`config.mk`:
```
export PLATFORM = sky130hd
export DESIGN_NAME = ext_irq_noise_reject
export DESIGN_NICKNAME = d
export VERILOG_FILES = /design/src/ext_irq_pkg.sv /design/src/ext_irq_noise_reject.sv
export SDC_FILE = /design/constraint.sdc
export NUM_CORES = 1
export LEC_CHECK = 0
export BUFFER_PORTS_ARGS = -buffer_cell sky130_fd_sc_hd__clkbuf_2
export CAP_MARGIN = 25
export CORE_MARGIN = 5
export CORE_UTILIZATION = 60
export CTS_CLUSTER_SIZE = 25
export DETAILED_ROUTE_END_ITERATION = 6
export PLACE_DENSITY_LB_ADDON = 0.2
export SETUP_SLACK_MARGIN = 0.02
export SLEW_MARGIN = 5
export SYNTH_ARGS = -nofsm -noshare
export SYNTH_HDL_FRONTEND = slang
export SYNTH_SLANG_ARGS = --single-unit
```
`constraint.sdc`:
```
create_clock -name clk -period 6.6 [get_ports clk]
set_input_delay 0.99 -clock clk [delete_from_list [all_inputs] [get_ports clk]]
set_output_delay 0.99 -clock clk [all_outputs]
set_load 0.01 [all_outputs]
```
`src/ext_irq_pkg.sv`:
```
// Constants for the external interrupt front end.
//==============================================================
// Overview of operation
// - Trapped fetch gives reset or trap interrupt.
// - Trap interrupt taken even during non-maskable service.
// - Five external inputs, each with noise filter.
// - Interrupt zero pin is port after reset.
// - Interrupt zero falling edge only, gated by pin bit.
// - Inputs zero, five: reject under 2, pass 7.
// - Input one: noise-time bit picks 63 or 15.
// - Inputs two, three: reject under 7, pass 25.
// - Slow modes: reject under one, pass 3.5 slow ticks.
// - Edge-select bits 1..3: zero rising, one falling.
// - Edge latched within establish time plus six ticks.
// - Noise-time change effective within 26 core cycles.
// - Control register resets zero, bits 5,4,0 unused.
// - Control window 0000-003F, buffer window 0F80-0FFF.
// - Latch holds until accepted or cleared.
//==============================================================
`default_nettype none
package ext_irq_pkg;
    localparam int          ADDR_W        = 12;
    localparam int          NUM_SRC       = 5;
    localparam logic [11:0] CTRL_WIN_LO   = 12'h000;
    localparam logic [11:0] CTRL_WIN_HI   = 12'h03f;
    localparam logic [11:0] BUF_WIN_LO    = 12'hf80;
    localparam logic [11:0] BUF_WIN_HI    = 12'hfff;
    localparam logic [11:0] OFS_CONTROL   = 12'h037;
    localparam logic [11:0] OFS_EN_LOW    = 12'h03a;
    localparam logic [11:0] OFS_EN_HIGH   = 12'h03b;
    localparam logic [11:0] OFS_LATCH_LOW = 12'h03c;
    localparam logic [11:0] OFS_LATCH_HI  = 12'h03d;
    localparam logic [7:0]  RST_CONTROL   = 8'h00;
    localparam logic [7:0]  RST_ENABLE    = 8'h00;
    localparam logic [7:0]  RST_LATCH     = 8'h00;
    // Control register fields.
    localparam int          BIT_NOISE_SEL = 7;
    localparam int          BIT_PIN_FUNC  = 6;
    localparam int          BIT_EDGE3     = 3;
    localparam int          BIT_EDGE2     = 2;
    localparam int          BIT_EDGE1     = 1;
    localparam logic [7:0]  CONTROL_MASK  = 8'hce;
    // Enable and latch bit positions (low byte 0..7, high 8..15).
    localparam int          BIT_MASTER_EN = 0;
    localparam int          FLAG_SRC0     = 4;
    localparam int          FLAG_SRC1     = 5;
    localparam int          FLAG_SRC2     = 7;
    localparam int          FLAG_SRC3     = 14;
    localparam int          FLAG_SRC5     = 15;
    // Reject times in high-frequency clock periods; the slow one in low-clock periods.
    localparam int          REJ_FAST_HF   = 2;
    localparam int          REJ_MID_HF    = 7;
    localparam int          REJ_LONG_HF   = 63;
    localparam int          REJ_SHORT_HF  = 15;
    localparam int          REJ_SLOW_LF   = 1;
    // The core clock is the high-frequency clock itself.
    localparam int          CLK_PER_HF    = 1;
    localparam logic [7:0]  CYC_FAST      = 8'(REJ_FAST_HF * CLK_PER_HF);
    localparam logic [7:0]  CYC_MID       = 8'(REJ_MID_HF * CLK_PER_HF);
    localparam logic [7:0]  CYC_LONG      = 8'(REJ_LONG_HF * CLK_PER_HF);
    localparam logic [7:0]  CYC_SHORT     = 8'(REJ_SHORT_HF * CLK_PER_HF);
    // One extra low-clock sample so a pulse under one period never passes.
    localparam logic [7:0]  TICKS_SLOW    = 8'(REJ_SLOW_LF + 1);
endpackage
`default_nettype wire

```
`src/ext_irq_noise_reject.sv`:
```
// External interrupt front end: pin filters, latches, enables, trap.
`timescale 1ns/1ns
`default_nettype none
module ext_irq_noise_reject (
    input  wire logic        clk,
    input  wire logic        rst,
    input  wire logic [11:0] bus_addr,
    input  wire logic        bus_wr,
    input  wire logic        bus_rd,
    input  wire logic [7:0]  bus_wdata,
    output logic      [7:0]  bus_rdata,
    input  wire logic [4:0]  ext_irq_pin,
    input  wire logic        low_freq_clock,
    input  wire logic        slow_mode,
    input  wire logic        irq3_source_select,
    input  wire logic [4:0]  irq_accept,
    input  wire logic        trap_fetch,
    input  wire logic        trap_mode_irq,
    input  wire logic        nmi_active,
    output logic      [4:0]  irq_request,
    output logic             addr_trap_irq,
    output logic             trap_abort,
    output logic             trap_reset
);
    // Channel order on ext_irq_pin: zero, one, two, three, five.

    //==========================================================
    // Pin and low-clock synchronisers
    //==========================================================
    logic [5:0] sync1_ff;
    logic [5:0] sync2_ff;
    logic [5:0] sync3_ff;
    logic [5:0] agreed_ff;
    logic [5:0] nxt_agreed;
    logic       lf_prev_ff;
    logic       nxt_lf_prev;
    logic       lf_tick;

    always_comb begin
        for (int i = 0; i < 6; i++) begin
            nxt_agreed[i] = (sync2_ff[i] == sync3_ff[i]) ? sync3_ff[i]
                                                         : agreed_ff[i];
        end
        nxt_lf_prev = agreed_ff[5];
        lf_tick     = agreed_ff[5] & ~lf_prev_ff;
    end

    always_ff @(posedge clk or posedge rst) begin
        if (rst) begin
            sync1_ff   <= 6'h1f;
            sync2_ff   <= 6'h1f;
            sync3_ff   <= 6'h1f;
            agreed_ff  <= 6'h1f;
            lf_prev_ff <= 1'b0;
        end else begin
            sync1_ff   <= {low_freq_clock, ext_irq_pin};
            sync2_ff   <= sync1_ff;
            sync3_ff   <= sync2_ff;
            agreed_ff  <= nxt_agreed;
            lf_prev_ff <= nxt_lf_prev;
        end
    end

    //==========================================================
    // Register file
    //==========================================================
    logic [7:0]  control_ff;
    logic [15:0] enable_ff;
    logic [15:0] latch_ff;
    logic [7:0]  rdata_ff;
    logic [7:0]  nxt_control;
    logic [15:0] nxt_enable;
    logic [15:0] nxt_latch;
    logic [7:0]  nxt_rdata;
    logic [15:0] latch_set;
    logic [15:0] latch_clr;
    logic [15:0] latch_owned;
    logic        in_window;

    function automatic logic [15:0] src_to_flag(input logic [4:0] src);
        logic [15:0] f;
        f = 16'h0000;
        f[ext_irq_pkg::FLAG_SRC0] = src[0];
        f[ext_irq_pkg::FLAG_SRC1] = src[1];
        f[ext_irq_pkg::FLAG_SRC2] = src[2];
        f[ext_irq_pkg::FLAG_SRC3] = src[3];
        f[ext_irq_pkg::FLAG_SRC5] = src[4];
        return f;
    endfunction

    function automatic logic hit(input logic [11:0] a, input logic [11:0] o);
        return a == o;
    endfunction

    always_comb begin
        latch_owned = src_to_flag(5'h1f);
        // Only the control and buffer windows respond at all.
        in_window = (bus_addr <= ext_irq_pkg::CTRL_WIN_HI) |
                    (bus_addr >= ext_irq_pkg::BUF_WIN_LO);
        nxt_control = control_ff;
        nxt_enable  = enable_ff;
        nxt_rdata   = rdata_ff;
        latch_clr   = src_to_flag(irq_accept);
        if (bus_wr && in_window) begin
            if (hit(bus_addr, ext_irq_pkg::OFS_CONTROL)) begin
                nxt_control = bus_wdata & ext_irq_pkg::CONTROL_MASK;
            end
            if (hit(bus_addr, ext_irq_pkg::OFS_EN_LOW)) begin
                nxt_enable[7:0] = bus_wdata;
            end
            if (hit(bus_addr, ext_irq_pkg::OFS_EN_HIGH)) begin
                nxt_enable[15:8] = bus_wdata;
            end
            // Writing zero clears a latch; writing one leaves it alone.
            if (hit(bus_addr, ext_irq_pkg::OFS_LATCH_LOW)) begin
                latch_clr[7:0] = latch_clr[7:0] | ~bus_wdata;
            end
            if (hit(bus_addr, ext_irq_pkg::OFS_LATCH_HI)) begin
                latch_clr[15:8] = latch_clr[15:8] | ~bus_wdata;
            end
        end
        // A new edge in the clearing cycle is kept: set wins.
        nxt_latch = ((latch_ff & ~latch_clr) | latch_set) & latch_owned;
        if (bus_rd && in_window) begin
            case (bus_addr)
                ext_irq_pkg::OFS_CONTROL:   nxt_rdata = control_ff;
                ext_irq_pkg::OFS_EN_LOW:    nxt_rdata = enable_ff[7:0];
                ext_irq_pkg::OFS_EN_HIGH:   nxt_rdata = enable_ff[15:8];
                ext_irq_pkg::OFS_LATCH_LOW: nxt_rdata = latch_ff[7:0];
                ext_irq_pkg::OFS_LATCH_HI:  nxt_rdata = latch_ff[15:8];
                default:                    nxt_rdata = 8'h00;
            endcase
        end
    end

    always_ff @(posedge clk or posedge rst) begin
        if (rst) begin
            control_ff <= ext_irq_pkg::RST_CONTROL;
            enable_ff  <= {2{ext_irq_pkg::RST_ENABLE}};
            latch_ff   <= {2{ext_irq_pkg::RST_LATCH}};
            rdata_ff   <= 8'h00;
        end else begin
            control_ff <= nxt_control;
            enable_ff  <= nxt_enable;
            latch_ff   <= nxt_latch;
            rdata_ff   <= nxt_rdata;
        end
    end

    //==========================================================
    // Noise filters and edge detection
    //==========================================================
    logic [4:0] filt_ff;
    logic [4:0] nxt_filt;
    logic [7:0] cnt_ff   [5];
    logic [7:0] nxt_cnt  [5];
    logic [7:0] need     [5];
    logic [4:0] want_fall;
    logic [4:0] edge_hit;
    logic       sample;

    // Threshold picks up a noise-time change on the next cycle.
    function automatic logic [7:0] reject_count(input int ch,
                                                input logic slow,
                                                input logic short_sel);
        logic [7:0] n;
        n = ext_irq_pkg::CYC_FAST;
        if (ch == 1) begin
            n = short_sel ? ext_irq_pkg::CYC_SHORT
                          : ext_irq_pkg::CYC_LONG;
        end
        if (ch == 2 || ch == 3) begin
            n = ext_irq_pkg::CYC_MID;
        end
        if (slow) begin
            n = ext_irq_pkg::TICKS_SLOW;
        end
        return n;
    endfunction

    always_comb begin
        // In the slow modes the filters advance on rising low-clock edges only.
        sample    = slow_mode ? lf_tick : 1'b1;
        want_fall = {1'b1,
                     control_ff[ext_irq_pkg::BIT_EDGE3],
                     control_ff[ext_irq_pkg::BIT_EDGE2],
                     control_ff[ext_irq_pkg::BIT_EDGE1],
                     1'b1};
    end

    generate
        for (genvar g = 0; g < ext_irq_pkg::NUM_SRC; g++) begin : g_filt
            always_comb begin
                need[g]     = reject_count(g, slow_mode,
                                  control_ff[ext_irq_pkg::BIT_NOISE_SEL]);
                nxt_cnt[g]  = cnt_ff[g];
                nxt_filt[g] = filt_ff[g];
                if (agreed_ff[g] == filt_ff[g]) begin
                    nxt_cnt[g] = 8'h00;
                end else if (sample) begin
                    if (cnt_ff[g] + 8'h01 >= need[g]) begin
                        nxt_filt[g] = agreed_ff[g];
                        nxt_cnt[g]  = 8'h00;
                    end else begin
                        nxt_cnt[g] = cnt_ff[g] + 8'h01;
                    end
                end
                edge_hit[g] = (nxt_filt[g] != filt_ff[g]) &&
                              (nxt_filt[g] == ~want_fall[g]);
            end

            always_ff @(posedge clk or posedge rst) begin
                if (rst) begin
                    cnt_ff[g] <= 8'h00;
                end else begin
                    cnt_ff[g] <= nxt_cnt[g];
                end
            end
        end
    endgenerate

    always_ff @(posedge clk or posedge rst) begin
        if (rst) begin
            filt_ff <= 5'h1f;
        end else begin
            filt_ff <= nxt_filt;
        end
    end

    //==========================================================
    // Latch set, request gating and address trap
    //==========================================================
    logic [4:0]  src_edge;
    logic [4:0]  flag_en;
    logic [4:0]  irq_req_ff;
    logic [4:0]  nxt_irq_req;
    logic        trap_irq_ff;
    logic        trap_abort_ff;
    logic        trap_reset_ff;
    logic        nxt_trap_irq;
    logic        nxt_trap_abort;
    logic        nxt_trap_reset;

    always_comb begin
        src_edge    = edge_hit;
        // Port mode on the shared pin blocks its latch entirely.
        src_edge[0] = edge_hit[0] &
                      control_ff[ext_irq_pkg::BIT_PIN_FUNC];
        latch_set   = src_to_flag(src_edge);
        flag_en     = {enable_ff[ext_irq_pkg::FLAG_SRC5],
                       enable_ff[ext_irq_pkg::FLAG_SRC3] & ~irq3_source_select,
                       enable_ff[ext_irq_pkg::FLAG_SRC2],
                       enable_ff[ext_irq_pkg::FLAG_SRC1],
                       enable_ff[ext_irq_pkg::FLAG_SRC0]};
        nxt_irq_req = {latch_ff[ext_irq_pkg::FLAG_SRC5],
                       latch_ff[ext_irq_pkg::FLAG_SRC3],
                       latch_ff[ext_irq_pkg::FLAG_SRC2],
                       latch_ff[ext_irq_pkg::FLAG_SRC1],
                       latch_ff[ext_irq_pkg::FLAG_SRC0]} & flag_en &
                      {5{enable_ff[ext_irq_pkg::BIT_MASTER_EN]}};
        nxt_trap_reset = trap_fetch & ~trap_mode_irq;
        nxt_trap_irq   = trap_fetch & trap_mode_irq;
        // Trap is not masked by a running non-maskable service.
        nxt_trap_abort = trap_fetch & trap_mode_irq & nmi_active;
    end

    always_ff @(posedge clk or posedge rst) begin
        if (rst) begin
            irq_req_ff    <= 5'h00;
            trap_irq_ff   <= 1'b0;
            trap_abort_ff <= 1'b0;
            trap_reset_ff <= 1'b0;
        end else begin
            irq_req_ff    <= nxt_irq_req;
            trap_irq_ff   <= nxt_trap_irq;
            trap_abort_ff <= nxt_trap_abort;
            trap_reset_ff <= nxt_trap_reset;
        end
    end

    assign bus_rdata     = rdata_ff;
    assign irq_request   = irq_req_ff;
    assign addr_trap_irq = trap_irq_ff;
    assign trap_abort    = trap_abort_ff;
    assign trap_reset    = trap_reset_ff;

endmodule // ext_irq_noise_reject
`default_nettype wire

```
==> impl_metrics.toml <==
[die]
die_h_microns = 101
dieArea_sq_mm = 0.0101
initial_core_util_pct = 60.9
chipWidth_microns = 101
rows = 33
io_pins = 56
core_area_sq_mm = 0.00809

[cells_and_area]
n_fill_cell = 626
nets = 527
n_antenna_cell = 0
synthToLayoutAreaGrowth_pct = 11.8
finalInstanceArea_sq_mm = 0.00551
drive_above_1_share_pct = 29.2

[yosys]
syn_area_sq_mm = 0.00493
ys_seq_area_share_pct = 57.5
syn_inst = 410
synth_edf_count = 0
synth_seq_cells = 112
syn_nets = 466
synthDistinctLibCells = 57
synth_warnings = 0
avgSynthCellArea_sq_um = 12.0
ys_async_sr_fraction_pct = 100
synth-main-ff-cell = "dfrtp_1"

[drt]
wl_microns = 9560
route.vias.total = 3372
antenna_left = 0
drc_errors = 0
drt_iter0_drc = 122
wire_per_inst_microns = 16.5
drtPass1Iterations = 5
avgViaCountPerCell = 5.80

[pwr]
ir_drop_v = 0.000127
power.leakage_nw = 2.66
power_density_mw_per_mm2 = 266

[global_route]
grt_max_degree = 61
grt.total_usage_pct = 20.1
grt_pass1_vias = 3378
overflow = 0
grt_pass1_wl_microns = 16300
antenna_found_initial = 0

[clocking]
post_cts_buffers = 0
cts_root_buffer = "clkbuf_8"
cts_tree = "yes"
cts_hold_buf = 0
clk_pin_slew_worst_paths_ns = 0.10
clock-sinks = 112
cts_htree_levels = 3
cts_inserted_buffers = 9
clock_insertion_delay_worst_skew_ns = 0.36
clk_path_buf_depth = 2
cts_resized = 0

[critical_path]
cp_max_fo = 8
criticalPathCategory = "in2reg"
required_ns = 6.85
cp.arrival_ns = 2.93
cp-end-kind = "flop"
start_kind = "primary input"

[timing]
slew_headroom_pct = 51.7
max_freq_mhz = 373
drv_slew = 0
finalSetupViolations = 0
clock_skew_ns = 0.0112
finalSetupTns_ns = 0
final_hold_viol_count = 0
period_minus_slack_ns = 2.68
tightest_slew_ns = 0.719
finalCritPeriodShare_pct = 40.7
rsz0062_at_grt = "no"

[run]
cap_violations = 0

[place]
dpl_cell_area_sq_mm = 0.00532
post-dp-hpwl_microns = 6890
portBuffers = 55
gp_congestion = 0.901

[hold_path]
hold_path_class = "reg2reg"

[status]
status = "finished, final reports clean"
[cell usage in the layout, fill, tap and decap left out, drive strengths merged, types with 2 or more instances in the layout]
| cell | n |
|---|---|
| a21oi | 11 |
| a221oi | 5 |
| a22o | 6 |
| a22oi | 5 |
| a311oi | 2 |
| a31oi | 6 |
| a32o | 4 |
| and2 | 25 |
| and3 | 13 |
| and3b | 2 |
| buf | 2 |
| clkbuf | 66 |
| clkinv | 3 |
| dfrtp | 87 |
| dfstp | 25 |
| ha | 16 |
| inv | 10 |
| maj3 | 6 |
| mux2 | 29 |
| nand2 | 21 |
| nand2b | 4 |
| nand3 | 9 |
| nand3b | 2 |
| nand4 | 6 |
| nor2 | 25 |
| nor2b | 9 |
| nor3 | 9 |
| nor4 | 7 |
| o211ai | 3 |
| o21a | 2 |
| o21ai | 23 |
| o31ai | 4 |
| or4 | 3 |
| xnor2 | 7 |
| xor2 | 6 |
[area by class of cell]
| cell class | count | area [sq um] | share of cell area (%) |
|---|---|---|---|
| Tap cell | 105 | 131 | 2.38 |
| Multi-Input combinational cell | 283 | 2030 | 36.9 |
| Inverter | 8 | 32.5 | 0.590 |
| Clock buffer | 11 | 151 | 2.75 |
| Sequential cell | 112 | 2830 | 51.4 |
| Clock inverter | 5 | 38.8 | 0.704 |
| Timing Repair Buffer | 57 | 290 | 5.27 |
[cell usage after synthesis, types with 2 or more instances]
cell	number	area (sq um)
a21oi_1	11	55.1
a221oi_1	4	35.0
a22o_1	5	43.8
a22oi_1	5	37.5
a311oi_1	2	17.5
a31oi_1	6	37.5
a32o_1	4	40.0
and2_1	24	150
and3_1	12	75.1
and3b_1	2	17.5
clkbuf_1	5	18.8
dfrtp_1	87	2180
dfstp_2	25	657
ha_1	16	200
inv_1	8	30.0
maj3_1	6	60.1
mux2_2	29	327
nand2_1	21	78.8
nand2b_1	4	25.0
nand3_1	9	45.0
nand3b_1	2	15.0
nand4_1	5	31.3
nor2_1	24	90.1
nor2b_1	9	56.3
nor3_1	9	45.0
nor4_1	6	37.5
o211ai_1	3	22.5
o21a_1	2	15.0
o21ai_0	21	105
o21ai_1	2	10.0
o31ai_1	4	30.0
or4_1	2	15.0
xnor2_1	7	61.3
xor2_1	6	52.6
[worst paths after layout]
kind / from / endpoint / slack (ns) / depth (start not counted)
worst max-delay path: bus_addr[9] / enable_ff[8] / 3.92 / 5
worst min-delay path: sync1_ff[3] / sync2_ff[3] / 0.36 / 0
worst max register to register: cnt_ff[24] / filt_ff[1] / 4.03 / 9
worst min register to register: sync1_ff[3] / sync2_ff[3] / 0.36 / 0
max in group asynchronous: rst / enable_ff[5] / 4.76 / 3
min in group asynchronous: rst / trap_abort / 0.68 / 2
[power breakdown]
part           total (W)  internal, W  switching [W]
registers       0.000820     0.000758      0.0000620
logic           0.000258     0.000116       0.000141
clock network   0.000391     0.000162       0.000229
[critical path, stage by stage]
cell,delay [ns]
clkbuf_2,0.09
or4_4,0.55
nor4_4,0.40
and4_1,0.50
mux2_2,0.39
[layer usage]
| metal | GRT usage, % | wire length, microns | share of wire, % | vias up |
|---|---|---|---|---|
| li1 | - | - | - | 1611 |
| met1 | 28.7 | 4450 | 47 | 1658 |
| met2 | 32.1 | 4540 | 48 | 95 |
| met3 | 2.84 | 469 | 4.9 | 8 |
| met4 | 6.32 | 100 | 1.0 | 0 |
| met5 | 0 | 0 | 0 | - |
[per-stage QoR]
step / power [W] / hold slack [ns] / std cells / util [%] / setup WS (ns)
after global routing: 0.00155 / 0.358 / 581 / 68.1 / 3.88
after detailed placement: 0.00109 / 0.337 / 565 / 65.7 / 3.55
after floorplan: 0.00101 / 0.331 / 410 / - / 2.69
after CTS: 0.00148 / 0.357 / 581 / 68.1 / 3.95
final: 0.00147 / 0.360 / 581 / 68.1 / 3.92
after global placement: 0.00107 / 0.335 / 565 / 65.7 / 3.63
[flip-flops by register name (all words and copies together), names as in the netlist, 5 cells and up]
name / count
sync2_ff: 6
latch_ff: 5
enable_ff: 16
sync1_ff: 6
bus_rdata: 8
sync3_ff: 6
filt_ff: 5
agreed_ff: 6
control_ff: 5
cnt_ff: 40
irq_request: 5
[logic make-up after synthesis]
logic type	share of synthesized area (%)
flip-flops	57.5
multiplexers	6.63
XOR/XNOR	2.31
buffers and inverters	1.24
adder cells (fa/ha/maj)	5.28
AND/OR/NAND/NOR	16.4
AO/OA/AOI/OAI	10.7
(Power assumes the default switching activity.)
